### config.mk
export PLATFORM = sky130hd
export DESIGN_NAME = charger_sysmin_input_limit_regs
export DESIGN_NICKNAME = d
export VERILOG_FILES = /design/src/hdl/charger_regs_pkg.sv /design/src/hdl/charger_sysmin_input_limit_regs.sv
export SDC_FILE = /design/constraint.sdc
export NUM_CORES = 1
export LEC_CHECK = 0
export BUFFER_PORTS_ARGS = -buffer_cell sky130_fd_sc_hd__buf_2
export CAP_MARGIN = 30
export CORE_MARGIN = 8
export CORE_UTILIZATION = 27
export DETAILED_ROUTE_END_ITERATION = 8
export PLACE_DENSITY = 0.54
export SLEW_MARGIN = 20
export SYNTH_ARGS = -nofsm -noshare
export SYNTH_HDL_FRONTEND = slang
export SYNTH_SLANG_ARGS = --single-unit
### constraint.sdc
create_clock -name clk_sys_in -period 5.56 [get_ports clk_sys_in]
set_input_delay 0 -clock clk_sys_in [delete_from_list [all_inputs] [get_ports clk_sys_in]]
set_output_delay 0 -clock clk_sys_in [all_outputs]
set_load 0.005 [all_outputs]
### src/hdl/charger_regs_pkg.sv
package charger_regs_pkg;

	// ****************************************
	// Command codes and bit positions
	// ****************************************
	localparam logic [7:0] CMD_LINEAR_CFG = 8'h12;
	localparam logic [7:0] CMD_WAKE_CFG = 8'h30;
	localparam logic [7:0] CMD_PIN_CFG = 8'h31;
	localparam logic [7:0] CMD_HIZ_CFG = 8'h32;
	localparam logic [7:0] CMD_FLOOR = 8'h3E;
	localparam logic [7:0] CMD_HOST_LIMIT = 8'h3F;

	localparam int LINEAR_EN_BIT = 2;
	localparam int WAKE_EN_BIT = 0;
	localparam int PIN_DIS_BIT = 7;
	localparam int HIZ_BIT = 15;
	localparam int FIELD_LSB = 8;
	localparam int FLOOR_MSB = 13;
	localparam int LIMIT_MSB = 14;

	// ****************************************
	// Reset values and limits
	// ****************************************
	localparam logic [5:0] FLOOR_CODE_MIN = 6'h04;
	localparam logic [15:0] FLOOR_RST_1S = 16'h0E00;
	localparam logic [15:0] FLOOR_RST_2S = 16'h1800;
	localparam logic [15:0] FLOOR_RST_3S = 16'h2400;
	localparam logic [15:0] FLOOR_RST_4S = 16'h3000;
	localparam logic [15:0] HOST_LIMIT_RST = 16'h4100;
	localparam logic LINEAR_EN_RST = 1'h1;
	localparam logic WAKE_EN_RST = 1'h1;
	localparam logic PIN_DIS_RST = 1'h0;
	localparam logic HIZ_RST = 1'h0;
	localparam logic [12:0] LIMIT_STEP_MA = 13'h0032;
	localparam logic [12:0] LIMIT_OFFSET_MA = 13'h0032;

	// Cycles after reset release before the cell count pin is trusted
	localparam logic [2:0] SETTLE_CYCLES = 3'h4;

	// ****************************************
	// Carriers
	// ****************************************
	typedef struct packed {
		logic adapter_present;
		logic limit_pin_low;
		logic limit_pin_above_4v;
		logic batt_below_floor;
		logic charging;
		logic supplementing;
		logic input_over_limit;
		logic input_under_voltage;
		logic [1:0] cell_count;
	} pin_in_t;

	typedef struct packed {
		logic high_impedance_state;
		logic switch_linear;
		logic switch_full_on;
		logic sys_above_batt_160mv;
		logic charge_throttle;
		logic limit_pin_enable;
	} regulation_t;

endpackage

### src/hdl/charger_sysmin_input_limit_regs.sv
// Operation
// RULE1 - Floor voltage 1.024 to 16.128 V, 256 mV
// RULE2 - Out-of-range floor writes are dropped
// RULE3 - Floor reset value follows cell count pin
// RULE4 - Floor field bits 13:8, 8192 to 256 mV
// RULE5 - Bits 15:14 reset zero, set means invalid
// RULE6 - Low byte ignored, resets to zero
// RULE7 - Linear below floor, full on above
// RULE8 - Switch off: system 160 mV above battery
// RULE9 - Host enters high impedance, clears enables
// RULE10 - Host checks voltage, sets current, exits
// RULE11 - High impedance while pin low or bit
// RULE12 - Host sets low limit leaving high impedance
// RULE13 - Input limit 50 to 6400 mA, 50 mA
// RULE14 - Limit defaults 3.3 A, reloads on removal
// RULE15 - Limit code zero means 50 mA
// RULE16 - Limit value is a ceiling
// RULE17 - Throttle charge on overcurrent or undervoltage
// RULE18 - Limit pin unused by bit or 4 V
// RULE19 - Linear enable resets to one
// RULE20 - Word write and read by command code
module charger_sysmin_input_limit_regs (
	input wire logic clk_sys_in,
	input wire logic rst_in,
	input wire logic [7:0] cmd_in,
	input wire logic [15:0] wr_data_in,
	input wire logic wr_strobe_in,
	input wire logic rd_strobe_in,
	input wire charger_regs_pkg::pin_in_t pins_in,
	output logic [15:0] rd_data_out,
	output logic rd_valid_out,
	output logic [15:0] floor_voltage_out,
	output logic [12:0] input_ceiling_ma_out,
	output charger_regs_pkg::regulation_t regulation_out
);

	// ****************************************
	// Functions
	// ****************************************
	function automatic logic floor_write_ok(input logic [15:0] data);
		logic [5:0] code;
		code = data[charger_regs_pkg::FLOOR_MSB:charger_regs_pkg::FIELD_LSB];
		// Top code is exactly 16.128 V, so only the lower bound needs a compare
		floor_write_ok = (data[15:14] == 2'h0) && (code >= charger_regs_pkg::FLOOR_CODE_MIN); // see RULE1
	endfunction

	function automatic logic [15:0] floor_by_cells(input logic [1:0] cells);
		case (cells)
			2'h0: floor_by_cells = charger_regs_pkg::FLOOR_RST_1S;
			2'h1: floor_by_cells = charger_regs_pkg::FLOOR_RST_2S;
			2'h2: floor_by_cells = charger_regs_pkg::FLOOR_RST_3S;
			default: floor_by_cells = charger_regs_pkg::FLOOR_RST_4S;
		endcase
	endfunction

	// ****************************************
	// Pin synchronisers
	// ****************************************
	charger_regs_pkg::pin_in_t sync1_reg, sync2_reg, sync3_reg, pins_reg, pins_next;

	always_comb begin
		pins_next = pins_reg;
		// Pins settle only when two stages agree, filtering a single metastable sample
		for (int i = 0; i < $bits(pins_next); i++) begin
			if (sync2_reg[i] == sync3_reg[i]) begin
				pins_next[i] = sync3_reg[i];
			end
		end
	end

	always_ff @(posedge clk_sys_in or posedge rst_in) begin
		if (rst_in) begin
			sync1_reg <= '0;
			sync2_reg <= '0;
			sync3_reg <= '0;
			pins_reg <= '0;
		end else begin
			sync1_reg <= pins_in;
			sync2_reg <= sync1_reg;
			sync3_reg <= sync2_reg;
			pins_reg <= pins_next;
		end
	end

	// ****************************************
	// Register file
	// ****************************************
	logic [15:0] floor_reg, floor_next;
	logic [6:0] limit_code_reg, limit_code_next;
	logic linear_en_reg, linear_en_next;
	logic wake_en_reg, wake_en_next;
	logic pin_dis_reg, pin_dis_next;
	logic hiz_bit_reg, hiz_bit_next;
	logic [2:0] settle_reg, settle_next;
	logic adapter_seen_reg, adapter_seen_next;
	logic [15:0] rd_data_reg, rd_data_next;
	logic rd_valid_reg, rd_valid_next;

	always_comb begin
		floor_next = floor_reg;
		limit_code_next = limit_code_reg;
		linear_en_next = linear_en_reg;
		wake_en_next = wake_en_reg;
		pin_dis_next = pin_dis_reg;
		hiz_bit_next = hiz_bit_reg;
		settle_next = settle_reg;
		adapter_seen_next = pins_reg.adapter_present;
		rd_valid_next = rd_strobe_in;
		rd_data_next = rd_data_reg;
		// Strap is caught after release, once the synchroniser has filled
		if (settle_reg != charger_regs_pkg::SETTLE_CYCLES) begin
			// Third stage must agree with the second before the strap counts
			settle_next = 3'(settle_reg + 3'h1);
			if (settle_next == charger_regs_pkg::SETTLE_CYCLES) begin
				floor_next = floor_by_cells(pins_next.cell_count); // see RULE3
			end
		end
		if (wr_strobe_in) begin // see RULE20
			if (cmd_in == charger_regs_pkg::CMD_FLOOR) begin
				if (floor_write_ok(wr_data_in)) begin // see RULE2 see RULE5
					floor_next = {2'h0, wr_data_in[13:8], 8'h00}; // see RULE4 see RULE6
				end
			end else if (cmd_in == charger_regs_pkg::CMD_HOST_LIMIT) begin
				if (!wr_data_in[15]) begin // see RULE13
					limit_code_next =
						wr_data_in[charger_regs_pkg::LIMIT_MSB:charger_regs_pkg::FIELD_LSB];
				end
			end else if (cmd_in == charger_regs_pkg::CMD_LINEAR_CFG) begin
				linear_en_next = wr_data_in[charger_regs_pkg::LINEAR_EN_BIT];
			end else if (cmd_in == charger_regs_pkg::CMD_WAKE_CFG) begin
				wake_en_next = wr_data_in[charger_regs_pkg::WAKE_EN_BIT];
			end else if (cmd_in == charger_regs_pkg::CMD_PIN_CFG) begin
				pin_dis_next = wr_data_in[charger_regs_pkg::PIN_DIS_BIT]; // see RULE18
			end else if (cmd_in == charger_regs_pkg::CMD_HIZ_CFG) begin
				hiz_bit_next = wr_data_in[charger_regs_pkg::HIZ_BIT]; // see RULE11
			end
		end
		// Removal wins over a host write in the same cycle
		if (adapter_seen_reg && !pins_reg.adapter_present) begin
			limit_code_next = charger_regs_pkg::HOST_LIMIT_RST[14:8]; // see RULE14
		end
		if (rd_strobe_in) begin // see RULE20
			rd_data_next = 16'h0000;
			if (cmd_in == charger_regs_pkg::CMD_FLOOR) begin
				rd_data_next = floor_reg;
			end else if (cmd_in == charger_regs_pkg::CMD_HOST_LIMIT) begin
				rd_data_next = {1'h0, limit_code_reg, 8'h00};
			end else if (cmd_in == charger_regs_pkg::CMD_LINEAR_CFG) begin
				rd_data_next[charger_regs_pkg::LINEAR_EN_BIT] = linear_en_reg;
			end else if (cmd_in == charger_regs_pkg::CMD_WAKE_CFG) begin
				rd_data_next[charger_regs_pkg::WAKE_EN_BIT] = wake_en_reg;
			end else if (cmd_in == charger_regs_pkg::CMD_PIN_CFG) begin
				rd_data_next[charger_regs_pkg::PIN_DIS_BIT] = pin_dis_reg;
			end else if (cmd_in == charger_regs_pkg::CMD_HIZ_CFG) begin
				rd_data_next[charger_regs_pkg::HIZ_BIT] = hiz_bit_reg;
			end
		end
	end

	always_ff @(posedge clk_sys_in or posedge rst_in) begin
		if (rst_in) begin
			floor_reg <= charger_regs_pkg::FLOOR_RST_1S;
			limit_code_reg <= charger_regs_pkg::HOST_LIMIT_RST[14:8]; // see RULE14
			linear_en_reg <= charger_regs_pkg::LINEAR_EN_RST; // see RULE19
			wake_en_reg <= charger_regs_pkg::WAKE_EN_RST;
			pin_dis_reg <= charger_regs_pkg::PIN_DIS_RST;
			hiz_bit_reg <= charger_regs_pkg::HIZ_RST;
			settle_reg <= 3'h0;
			adapter_seen_reg <= 1'h0;
			rd_data_reg <= 16'h0000;
			rd_valid_reg <= 1'h0;
		end else begin
			floor_reg <= floor_next;
			limit_code_reg <= limit_code_next;
			linear_en_reg <= linear_en_next;
			wake_en_reg <= wake_en_next;
			pin_dis_reg <= pin_dis_next;
			hiz_bit_reg <= hiz_bit_next;
			settle_reg <= settle_next;
			adapter_seen_reg <= adapter_seen_next;
			rd_data_reg <= rd_data_next;
			rd_valid_reg <= rd_valid_next;
		end
	end

	// ****************************************
	// Regulation mode selection
	// ****************************************
	charger_regs_pkg::regulation_t reg_mode_reg, reg_mode_next;
	logic [12:0] ceiling_reg, ceiling_next;

	always_comb begin
		reg_mode_next.limit_pin_enable = !pin_dis_reg && !pins_reg.limit_pin_above_4v; // see RULE18
		reg_mode_next.high_impedance_state = hiz_bit_reg ||
			(reg_mode_next.limit_pin_enable && pins_reg.limit_pin_low); // see RULE11
		reg_mode_next.switch_linear = linear_en_reg && pins_reg.batt_below_floor; // see RULE7
		reg_mode_next.switch_full_on = !pins_reg.batt_below_floor &&
			(pins_reg.charging || pins_reg.supplementing); // see RULE7
		// Without linear mode the switch is simply off below the floor
		reg_mode_next.sys_above_batt_160mv = !reg_mode_next.switch_linear &&
			!reg_mode_next.switch_full_on; // see RULE8
		reg_mode_next.charge_throttle = pins_reg.input_over_limit ||
			pins_reg.input_under_voltage; // see RULE17
		// Ceiling, not typical: loops regulate at or below this figure
		ceiling_next = 13'(limit_code_reg * charger_regs_pkg::LIMIT_STEP_MA
			+ charger_regs_pkg::LIMIT_OFFSET_MA); // see RULE15 see RULE16
	end

	always_ff @(posedge clk_sys_in or posedge rst_in) begin
		if (rst_in) begin
			reg_mode_reg <= '0;
			ceiling_reg <= 13'h0000;
		end else begin
			reg_mode_reg <= reg_mode_next;
			ceiling_reg <= ceiling_next;
		end
	end

	assign rd_data_out = rd_data_reg;
	assign rd_valid_out = rd_valid_reg;
	assign floor_voltage_out = floor_reg;
	assign input_ceiling_ma_out = ceiling_reg;
	assign regulation_out = reg_mode_reg;

endmodule // charger_sysmin_input_limit_regs

* Yosys cells after proc, flatten, opt, wreduce, memory -nomap -nowiden *
Index checks and enable logic that the tools add are counted.

word-level totals
  bits in registers = 107
  input bits = 38
  logic and storage cells = 138

operators by class
  add/sub/neg operators = 2
  multipliers = 1
  magnitude comparators = 1
  equal/unequal tests = 22
  mux-type cells = 29
  bitwise gates (word level) = 5
  reductions and logical operators = 25

operators with widths
  cell                                                    count
  2-to-1 mux 16 bit                                       6
  2-to-1 mux 7 bit                                        6
  one-hot mux 14 bit (3 select lines)                     1
  == test 8 x 6 -> 1 bit (second input constant)          5
  2-to-1 mux 1 bit                                        16
  adder 13 x 6 -> 13 bit (second input constant)          1
  multiplier 7 x 5 -> 12 bit (second input constant)      1
  == test 1 bit                                           10
  == test 8 x 5 -> 1 bit (second input constant)          1
  AND reduction 4 bit                                     2
  logical AND 1 bit                                       7
  AND reduction 7 bit                                     1
  >= comparator 6 x 3 -> 1 bit (second input constant)    1
  logical NOT 1 bit                                       6
  AND reduction 6 bit                                     1
  NOT 1 bit                                               5
  AND reduction 5 bit                                     1
  logical NOT 2 bit                                       2
  inequality test 2 x 1 -> 1 bit (second input constant)  2
  nonzero test 2 bit                                      2
  adder 3 x 1 -> 3 bit (second input constant)            1
  == test 3 bit (second input constant)                   1
  logical OR 1 bit                                        3
  inequality test 3 bit (second input constant)           1
  other kinds (2)                                         2

* Depth between registers and ports, before layout *
Gate-level depths: netlist of run 1.

  depth after elaboration = 9
  gate-level depth with buffers = 13

* Worst setup path after synthesis of run 1 *
OpenSTA, ideal clock, no wires.

  path type = register to register
  start = register limit_code_reg[2]
  end = register ceiling_reg[11], in the netlist input_ceiling_ma_out[11]
  arrival = 2826 ps
  data required time = 5424 ps
  path slack = 2598 ps
  cell stages (with the launch flop) = 10
  buffers on the path = 0
  cell sequence = dfrtp_1 -> ha_1 -> ha_1 -> fa_1 -> ha_1 -> a21oi_1 -> xnor2_1 -> nor4b_1 -> nand3_1 -> xor2_1

between the ends
  longest elaborated chain between the ends = 2

ends and longest elaborated chain
  what                        RTL line                                RTL
  from (decl)                 charger_sysmin_input_limit_regs.sv:89   logic [6:0] limit_code_reg, limit_code_next;
  from (signal assigned)      charger_sysmin_input_limit_regs.sv:163  limit_code_reg <= charger_regs_pkg::HOST_LIMIT_RST[14:8];
  from (signal assigned)      charger_sysmin_input_limit_regs.sv:174  limit_code_reg <= limit_code_next;
  multiplier 7 x 5 -> 12 bit  charger_sysmin_input_limit_regs.sv:205  ceiling_next = 13'(limit_code_reg * charger_regs_pkg::LIMIT_STEP_MA
  adder 13 x 6 -> 13 bit      charger_sysmin_input_limit_regs.sv:206  + charger_regs_pkg::LIMIT_OFFSET_MA);
  named net ceiling_next[11]  charger_sysmin_input_limit_regs.sv:190  logic [12:0] ceiling_reg, ceiling_next;
  to (signal assigned)        charger_sysmin_input_limit_regs.sv:215  ceiling_reg <= ceiling_next;
  to (decl)                   charger_sysmin_input_limit_regs.sv:190

The timed path passes the listed nets, and every way through them passes these cells.
A chain may end at the register's enable or synchronous reset.

* Worst setup path after layout of run 1 *
Ends and elaborated chain as after synthesis.

==> impl_metrics.py, run 1 <==
metrics = {
    "sta": {
        "slew_violations": 0,
        "fmax_mhz": 314,
        "setup_tns_ps": 0,
        "relSlewSlack_pct": 49.9,
        "period_needed_ps": 3190,
        "setup_viol": 0,
        "fin_crit_sh_pct": 57.3,
        "tightest_slew_ps": 745,
        "rsz0062_at_grt": "false",
        "finalClockSkew_ps": 9.86,
        "whs_ps": 29.9,
        "hold_viol": 0,
    },
    "placement": {
        "place_area_sq_mm": 0.00505,
        "dp_hpwl_um": 7160,
        "routabilityCongestion": 0.772,
        "io_buffers": 83,
    },
    "floorplan": {
        "die_area_sq_mm": 0.0206,
        "die-width_um": 144,
        "core_region_area_sq_mm": 0.0159,
        "die_h_um": 144,
        "io_pins": 90,
        "initial_core_util_pct": 27.7,
        "num_rows": 46,
    },
    "critical_path": {
        "cp_common_cell": "ha_1",
        "cp_slowest_stage_delay_ps": 470,
        "r2r-end": "input_ceiling_ma_out[11]",
        "path_cells": "ha_1 > ha_1 > fa_1 > ha_1 > a21oi_1 > xnor2_1 > nor4b_1 > nand3_1 > xor2_1",
        "cp_top_family": "adder cells",
        "cp.arrival_ps": 3400,
        "critPathSlowestCell": "dfrtp_1",
        "start_kind": "register",
        "critPathBufInv": 0,
        "critPathKind": "register to register",
        "r2r_setup_slack_ps": 2370,
        "reg2reg_from": "limit_code_reg[2]",
        "crit_path_end_kind": "register",
        "critPathLaunch": "limit_code_reg[2]",
        "r2r_cells": 9,
        "endpoint": "input_ceiling_ma_out[11]",
        "crit_cells": 9,
        "path_max_fanout": 6,
        "crit_required_ps": 5770,
    },
    "layout": {
        "num-nets-final": 536,
        "area_growth_pct": 26.8,
        "fin_util_pct": 35.1,
        "antenna_cells": 0,
        "drive_gt1_share_pct": 25.6,
        "postLayoutCellArea_sq_mm": 0.00558,
    },
    "logic_synthesis": {
        "synth.avg_cell_area_sq_um": 12.3,
        "synth.most_common_cell": "dfrtp_1",
        "ys_ff_latch": 106,
        "ys_top_cells_by_count": "dfrtp_1, nor2_1, ha_1, a21oi_1, inv_1",
        "synthArstFlopShare_pct": 100,
        "synth_ff_type": "dfrtp_1",
        "seq_area_frac_synth_pct": 60.5,
        "yosys.area.top_type": "dfrtp_1",
        "synth.area.top_cells": "dfrtp_1, ha_1, dfstp_2",
        "ys_types": 51,
        "synthDominantCellAreaShare_pct": 56.3,
        "syn_inst": 357,
        "syn_area_sq_mm": 0.00440,
        "synth.net_count": 426,
        "synth_edf_count": 0,
        "yosysWarnings": 0,
    },
    "routing": {
        "first_pass_iters": 6,
        "final_antenna_net_count": 0,
        "drt_iter0_drc": 96,
        "vias_per_cell": 4.33,
        "wirelength_um": 9650,
        "post-route-drc-count": 0,
        "wire_per_inst_um": 14.0,
        "vias": 2982,
    },
    "grt": {
        "grt_pass1_vias": 3083,
        "grt_pass1_wl_um": 15600,
        "gr-usage-all-layers_pct": 9.75,
        "grt-ovfl-total": 0,
        "use_met1_pct": 11.3,
        "grt_util_met3_pct": 4.25,
        "use_met2_pct": 16.0,
        "grt_max_degree": 74,
        "antenna_found_initial": 1,
        "busiest_layer": "met2",
    },
    "cts": {
        "clk_path_buf_depth": 2,
        "cts_setup_buffers": 0,
        "h-tree-depth": 3,
        "cts.repair.resized": 0,
        "clk_latency_ps": 350,
        "cts_num_sinks": 106,
        "root_buffer": "clkbuf_16",
        "cts_tree": "done",
        "ctsHoldBuffers": 22,
        "numCtsBuffers": 9,
        "path_clk_slew_ps": 70,
    },
    "pwr": {
        "irDropWorstVdd_v": 0.000182,
        "p_leak_nw": 2.70,
        "power_density_mw_per_mm2": 272,
    },
    "worst_hold_path": {
        "hold_class": "input port to register",
    },
    "outcome": {
        "status": "finished clean",
    },
    "flow_run": {
        "maxCapViolCount": 0,
    },
}
## through the flow
stage / std cells / power, mW / worst slack, ps
final: 688 / 1.51 / 2370
after global routing: 688 / 1.59 / 2190
after CTS: 687 / 1.54 / 2340
after detailed placement: 649 / 0.924 / 2370
after global placement: 648 / 0.921 / 2380
after floorplan: 357 / 0.877 / 2600
## area by class of cell
cell class | instances | area [sq um]
Multi-Input combinational cell | 219 | 1600
Sequential cell | 106 | 2660
Timing Repair Buffer | 108 | 678
Inverter | 23 | 88.8
Tap cell | 216 | 270
Fill cell | 1606 | 10300
Clock buffer | 11 | 243
Clock inverter | 5 | 37.5
## layer usage
layer	share of wire, %	up-vias
met5	0.12	-
met4	1.5	2
met3	7.6	15
met2	49	63
met1	42	1441
li1	-	1461
## tightest hold or removal path: cells and delay by family
| family | cells | cell delay, ps |
|---|---|---|
| buffers and inverters | 1 | 120 |
| muxes | 1 | 150 |
| and+or+nand+nor | 1 | 70 |
## cell families after synthesis
| group | after synthesis | synth area share (%) |
|---|---|---|
| compound gates | 60 | 8.50 |
| xor+xnor | 17 | 3.38 |
| fa+ha+maj | 41 | 11.4 |
| buf+inv | 32 | 3.19 |
| flops | 106 | 60.5 |
| mux | 9 | 2.22 |
| other cells | 1 | 0.0852 |
| simple gates | 91 | 10.7 |
## power breakdown
part | switching [mW] | total, mW | leakage (nW) | internal [mW]
sequential | 0.0165 | 0.823 | 1.29 | 0.807
combinational | 0.0514 | 0.0975 | 1.27 | 0.0460
clock | 0.275 | 0.594 | 0.133 | 0.318
## how the worst min path moves through the flow
stage | depth (start not counted) | start | slack [ps] | end
after CTS | 3 | wr_strobe_in | 8 | hiz_bit_reg
final | 3 | wr_strobe_in | 30 | hiz_bit_reg
after detailed placement | 2 | rst_in | 30 | sync1_reg[7]
after floorplan | 0 | rd_strobe_in | 30 | rd_valid_out
after global placement | 2 | rst_in | 30 | sync1_reg[8]
after global routing | 3 | wr_strobe_in | 20 | hiz_bit_reg
## cells in the final DEF (no fill, tap or decap), types with 3 or more instances in the layout
| cell type | count |
|---|---|
| ha_1 | 29 |
| nor4_1 | 3 |
| nand3_1 | 12 |
| mux2_2 | 4 |
| xor2_1 | 12 |
| dlygate4sd3_1 | 22 |
| maj3_1 | 10 |
| buf_2 | 83 |
| nand2_1 | 8 |
| a22oi_1 | 7 |
| a22o_1 | 5 |
| nor3_1 | 5 |
| and3_1 | 10 |
| xnor2_1 | 5 |
| o21ai_0 | 9 |
| dfrtp_1 | 99 |
| a21oi_1 | 24 |
| clkbuf_16 | 9 |
| nor2_1 | 35 |
| dfstp_2 | 7 |
| mux2i_1 | 3 |
| a21o_1 | 3 |
| inv_1 | 21 |
Power figures use the tool's default switching activity.
==> inputs of run 2 (changes only) <==
--- a/config.mk
+++ b/config.mk
@@ -10,7 +10,7 @@
 export CORE_MARGIN = 8
 export CORE_UTILIZATION = 27
 export DETAILED_ROUTE_END_ITERATION = 8
-export PLACE_DENSITY = 0.54
+export PLACE_DENSITY = 0.56
 export SLEW_MARGIN = 20
 export SYNTH_ARGS = -nofsm -noshare
 export SYNTH_HDL_FRONTEND = slang
==> constraint.sdc (replaced) <==
create_clock -name clk_sys_in -period 2.8 [get_ports clk_sys_in]
set_input_delay 0 -clock clk_sys_in [delete_from_list [all_inputs] [get_ports clk_sys_in]]
set_output_delay 0 -clock clk_sys_in [all_outputs]
set_load 0.005 [all_outputs]
==> run 2 against run 1 <==
- non-clock buffer count is 29 higher
- routed wire length is 15% higher
- fmax is 16% higher
- register-to-register slack worse by 2300 ps
- setup slack worse by 2300 ps
- clock power is 97% higher
- count of clock-buffer cells in the layout is 1 lower
- critical path depth stayed put
- largest power group unchanged
- highest routed layer unchanged
==> impl_metrics.py, run 2 (synthesis results as in run 1) <==
metrics = {
    "floorplan": {
        "io_pins": 90,
        "num_rows": 46,
        "die-width_um": 144,
        "initial_core_util_pct": 27.7,
        "die_h_um": 144,
        "core_region_area_sq_mm": 0.0159,
        "die_area_sq_mm": 0.0206,
    },
    "critical_path": {
        "cp.arrival_ps": 3020,
        "critPathKind": "register to register",
        "crit_required_ps": 3070,
        "start_kind": "register",
        "path_max_fanout": 4,
        "crit_path_end_kind": "register",
    },
    "worst_hold_path": {
        "hold_class": "input port to register",
    },
    "grt": {
        "gr-usage-all-layers_pct": 10.9,
        "grt_max_degree": 65,
        "antenna_found_initial": 2,
        "grt-ovfl-total": 0,
        "grt_pass1_wl_um": 17200,
        "grt_pass1_vias": 3329,
    },
    "layout": {
        "multi_input_area_sq_mm": 0.00188,
        "ff_latch_area_sq_mm": 0.00267,
        "final_cells": 718,
        "final_common_cell": "dfrtp_1",
        "num-nets-final": 565,
        "drive_gt1_share_pct": 36.3,
        "layout_common_cells": "dfrtp_1, buf_2, nor2_1",
        "nFillCells": 1568,
        "area_growth_pct": 38.0,
    },
    "sta": {
        "setup_ws_ps": 51.3,
        "period_needed_ps": 2750,
        "fmax_mhz": 364,
        "slew_violations": 0,
        "fin_crit_sh_pct": 98.2,
        "whs_ps": 41.7,
        "setup_tns_ps": 0,
        "rsz0062_at_grt": "true",
        "hold_viol": 0,
        "setup_viol": 0,
        "relSlewSlack_pct": 52.9,
        "tightest_slew_ps": 701,
        "finalClockSkew_ps": 6.89,
    },
    "cts": {
        "cts_num_sinks": 106,
        "clk_path_buf_depth": 2,
        "numCtsBuffers": 9,
        "cts_tree": "done",
        "path_clk_slew_ps": 70,
        "root_buffer": "clkbuf_16",
        "h-tree-depth": 3,
        "clk_latency_ps": 350,
    },
    "flow_run": {
        "maxCapViolCount": 0,
    },
    "routing": {
        "wirelength_um": 11100,
        "first_pass_iters": 4,
        "vias": 3165,
        "final_antenna_net_count": 0,
        "wire_per_inst_um": 15.4,
        "post-route-drc-count": 0,
        "drt_iter0_drc": 187,
        "vias_per_cell": 4.41,
    },
    "outcome": {
        "status": "finished clean",
    },
    "placement": {
        "dp_hpwl_um": 7770,
        "dp.cells": 670,
        "pre_cts_slack_ps": -72.0,
        "routabilityCongestion": 0.798,
        "io_buffers": 83,
    },
    "pwr": {
        "power_density_mw_per_mm2": 494,
        "seq_power_share_pct": 54.5,
        "p_comb_share_pct": 6.7,
        "internal_power_mw": 2.30,
        "clkPwrFrac_pct": 38.8,
        "switching_share_pct": 23.3,
        "irDropWorstVdd_v": 0.000284,
        "p_sw_uw": 697,
        "finalPower_mw": 3.00,
        "p_leak_nw": 2.88,
    },
}
[run 2: cell count changes in the layout (fill, tap and decap cells not counted), moves of 3 or more]
cell / before / now
dfrtp_2: 0 / 3
a21oi_1: 24 / 20
dfrtp_1: 99 / 96
a21oi_2: 0 / 3
ha_1: 29 / 16
buf_4: 2 / 29
ha_4: 0 / 12
[run 2: metal layers]
metal | part of all wire, % | routed length, um | global-route usage [%]
met1 | 41 | 4520 | 12.8
met2 | 48 | 5340 | 17.0
met3 | 8.9 | 988 | 4.91
met4 | 2.1 | 229 | 4.04
met5 | 0.12 | 13 | 0
[run 2: area by class of cell]
cell class	instances	share of cell area [%]
clock inverters	6	0.680
flip-flops and latches	106	43.9
inverters	23	1.46
repair buffers	137	14.7
diodes	1	0.0412
multi-input cells	219	30.9
clock buffers	10	3.77
well taps	216	4.45
[run 2: per-stage QoR]
step	utilization, %	cell area (sq um)
2_1_floorplan	-	4470
4_1_cts	37.3	5920
6_report	38.2	6070
3_3_place_gp	33.3	5290
3_5_place_dp	33.3	5290
5_1_grt	38.2	6070
[run 2: timing repair]
| item | CTS | global route |
|---|---|---|
| endpoints found under the setup margin | 4 | 5 |
| buffers inserted | 4 | 4 |
| hold buffers | 23 | 0 |
| pin swaps | 8 | 12 |
| endpoints found under the hold margin | 67 | 0 |
| resized for setup | 12 | 18 |
| cloned | 0 | 0 |
[run 2: critical path, cell delays in order (launching register included)]
cell and delay (ps):
dfrtp_2 450, ha_4 270, ha_4 270, fa_1 440, ha_4 300, nand4_1 130
nand3_2 160, a31o_2 250, a211oi_2 250, xor2_1 160
[run 2: power by group through the flow]
stage / Combinational, mW / Sequential [mW] / Clock (mW)
after floorplan: 0.0852 / 1.66 / 0
after global placement: 0.174 / 1.66 / 0
after detailed placement: 0.178 / 1.66 / 0
after CTS: 0.207 / 1.63 / 1.22
after global routing: 0.227 / 1.64 / 1.28
final: 0.201 / 1.63 / 1.17
[run 2: path summary, 6_finish.rpt]
kind / from / to / slack, ps / cells after the start
min in group asynchronous: rst_in / sync1_reg[2] / 250 / 3
setup / recovery: limit_code_reg[2] / input_ceiling_ma_out[12] / 50 / 9
hold / removal: wr_strobe_in / linear_en_reg / 40 / 3
max in group asynchronous: rst_in / limit_code_reg[6] / 1780 / 4
setup reg to reg: limit_code_reg[2] / input_ceiling_ma_out[12] / 50 / 9
hold reg to reg: sync1_reg[0] / sync2_reg[0] / 350 / 0
==> inputs of run 3 (changes only) <==
--- a/config.mk
+++ b/config.mk
@@ -5,12 +5,14 @@
 export SDC_FILE = /design/constraint.sdc
 export NUM_CORES = 1
 export LEC_CHECK = 0
+export ABC_AREA = 1
 export BUFFER_PORTS_ARGS = -buffer_cell sky130_fd_sc_hd__buf_2
 export CAP_MARGIN = 30
 export CORE_MARGIN = 8
 export CORE_UTILIZATION = 27
+export CTS_CLUSTER_SIZE = 28
 export DETAILED_ROUTE_END_ITERATION = 8
-export PLACE_DENSITY = 0.56
+export PLACE_DENSITY = 0.55
 export SLEW_MARGIN = 20
 export SYNTH_ARGS = -nofsm -noshare
 export SYNTH_HDL_FRONTEND = slang
==> run 3 against run 2 <==
- via count grew 8.8%
- synthesized cell count is 31% higher
- largest cell class unchanged
- clock power up 19%
- routed wire length shrank 3.9%
- register-to-register slack improved by 110 ps
- core utilization fell by 2.7 points
- global-route usage is 0.71 points lower
- clock skew about the same
==> impl_metrics.py, run 3 <==
metrics = {
    "pwr": {
        "clkPwrFrac_pct": 39.9,
        "irDropWorstVdd_v": 0.000327,
        "power_density_mw_per_mm2": 577,
        "p_sw_uw": 855,
        "p_leak_nw": 3.09,
        "p_comb_share_pct": 11.5,
        "internal_power_mw": 2.62,
        "seq_power_share_pct": 48.5,
        "switching_share_pct": 24.6,
    },
    "floorplan": {
        "io_pins": 90,
        "die_h_um": 147,
        "initial_core_util_pct": 27.2,
        "die_area_sq_mm": 0.0216,
        "num_rows": 48,
        "core_region_area_sq_mm": 0.0170,
        "die-width_um": 147,
    },
    "routing": {
        "first_pass_iters": 4,
        "wire_per_inst_um": 13.0,
        "drt_iter0_drc": 139,
        "final_antenna_net_count": 0,
        "wirelength_um": 10700,
        "vias_per_cell": 4.19,
        "post-route-drc-count": 0,
        "vias": 3443,
    },
    "cts": {
        "cts_num_sinks": 106,
        "path_clk_slew_ps": 70,
        "h-tree-depth": 3,
        "cts_tree": "done",
        "clk_latency_ps": 350,
        "clk_path_buf_depth": 2,
        "numCtsBuffers": 9,
        "root_buffer": "clkbuf_16",
    },
    "logic_synthesis": {
        "synthMuxAreaShare_pct": 0,
        "synth.most_common_cell": "nand2_1",
        "synth_compound_area_share_pct": 4.82,
        "yosys.area.top_type": "dfrtp_1",
        "synthAdderAreaFrac_pct": 10.4,
        "synth_edf_count": 0,
        "synthSimpleGateAreaFrac_pct": 19.8,
        "ys_ff_latch": 106,
        "yosysWarnings": 0,
        "synth.area.top_cells": "dfrtp_1, nand2_1, ha_1",
        "syn_area_sq_mm": 0.00462,
        "synth.net_count": 537,
        "ys_types": 35,
        "syn_inst": 468,
        "synth_top_family_by_area": "simple AND/OR/NAND/NOR gates",
        "synth.avg_cell_area_sq_um": 9.88,
        "seq_area_frac_synth_pct": 57.6,
        "synth_ff_type": "dfrtp_1",
        "ys_top_cells_by_count": "nand2_1, dfrtp_1, inv_1, nor2_1, ha_1",
        "synthArstFlopShare_pct": 100,
        "synthDominantCellAreaShare_pct": 53.6,
        "yosys.area_share.xor_xnor_pct": 1.89,
    },
    "sta": {
        "period_needed_ps": 2640,
        "finalClockSkew_ps": 6.76,
        "fin_crit_sh_pct": 94.3,
        "fmax_mhz": 379,
        "setup_viol": 0,
        "relSlewSlack_pct": 56.1,
        "tightest_slew_ps": 658,
        "hold_viol": 0,
        "slew_violations": 0,
    },
    "placement": {
        "routabilityCongestion": 0.802,
        "dp.cells": 776,
        "place_area_sq_mm": 0.00534,
        "io_buffers": 83,
        "dp_hpwl_um": 8090,
    },
    "critical_path": {
        "critPathSlowestCell": "fa_1",
        "path_max_fanout": 6,
        "path_cells": "ha_1 > ha_1 > fa_1 > ha_4 > inv_1 > nand2_2 > nand3_1 > nand2_2 > nand2_1 > nor2_2 > nand3_1 > nand2_1 > nand2_1",
        "critPathBufInv": 1,
        "cp.arrival_ps": 2880,
        "crit_path_end_kind": "register",
        "cp_slowest_stage_delay_ps": 480,
        "cp_top_family": "adder cells",
        "start_kind": "register",
        "crit_required_ps": 3040,
        "cp_common_cell": "nand2_1",
        "critPathKind": "register to register",
    },
    "grt": {
        "grt-ovfl-total": 0,
        "grt_pass1_wl_um": 17500,
        "grt_max_degree": 56,
        "antenna_found_initial": 0,
        "grt_pass1_vias": 3555,
        "gr-usage-all-layers_pct": 10.2,
    },
    "outcome": {
        "status": "finished clean",
    },
    "layout": {
        "num-nets-final": 660,
        "nFillCells": 1724,
        "drive_gt1_share_pct": 25.0,
        "final_common_cell": "nand2_1",
        "area_growth_pct": 30.4,
        "postLayoutCellArea_sq_mm": 0.00603,
        "layout_common_cells": "nand2_1, dfrtp_1, buf_2",
        "antenna_cells": 0,
        "final_cells": 821,
    },
    "flow_run": {
        "maxCapViolCount": 0,
    },
    "worst_hold_path": {
        "hold_class": "input port to register",
    },
}
-- run 3: per-layer routing --
layer  track usage [%]  vias up  share of wire, %
met5                 0        -                 0
met4              3.86        0               1.4
met3              3.08       14               5.6
met2              17.1       68                49
met1              12.0     1627                44
li1                  -     1734                 -
-- run 3: layout make-up --
| type | instances | area [sq um] | share of cell area (%) |
|---|---|---|---|
| Timing Repair Buffer | 118 | 758 | 12.6 |
| Clock buffer | 9 | 225 | 3.74 |
| Clock inverter | 7 | 105 | 1.74 |
| Tap cell | 225 | 282 | 4.67 |
| Sequential cell | 106 | 2660 | 44.2 |
| Multi-Input combinational cell | 302 | 1790 | 29.6 |
| Inverter | 54 | 210 | 3.49 |
-- run 3: timing repair --
action                                 in CTS  in global routing
endpoints found under the hold margin      74                  0
gates resized for setup                     0                 17
setup endpoints to repair                   0                  4
hold buffers                               27                  0
buffers inserted                            0                  2
-- run 3: power by group through the flow --
stage / sequential, mW / clock, mW / combinational (mW)
global route: 1.70 / 1.50 / 0.453
detailed placement: 1.72 / 0 / 0.364
global placement: 1.72 / 0 / 0.358
CTS: 1.69 / 1.44 / 0.394
floorplan: 1.72 / 0 / 0.191
finish: 1.69 / 1.39 / 0.401
-- run 3: worst paths after layout --
path                            slack (ps)                       end         startpoint  cells past startpoint
worst max-delay path                   160  input_ceiling_ma_out[12]  limit_code_reg[2]                     13
worst min-delay path                    40              rd_valid_out       rd_strobe_in                      1
worst max register to register         160  input_ceiling_ma_out[12]  limit_code_reg[2]                     13
worst min register to register         350              sync2_reg[4]       sync1_reg[4]                      0
max in group asynchronous             1720             linear_en_reg             rst_in                      4
min in group asynchronous              300              sync1_reg[2]             rst_in                      3
-- run 3: metrics by stage --
stage	util (%)	TNS, ps	power (mW)	setup slack (ps)	hold WS, ps
3_3_place_gp	31.4	0	2.07	78.1	110
5_1_grt	35.5	-9.52	3.65	-9.52	51.6
4_1_cts	35.0	0	3.53	45.8	24.4
3_5_place_dp	31.4	0	2.08	65.7	109
6_report	35.5	0	3.48	161	37.9
2_1_floorplan	-	0	1.91	22.7	31.4
-- run 3: logic make-up after synthesis --
| group | count (synthesis) |
|---|---|
| xor+xnor | 10 |
| fa+ha+maj | 39 |
| buf+inv | 60 |
| compound gates | 39 |
| other cells | 1 |
| flops | 106 |
| simple gates | 213 |
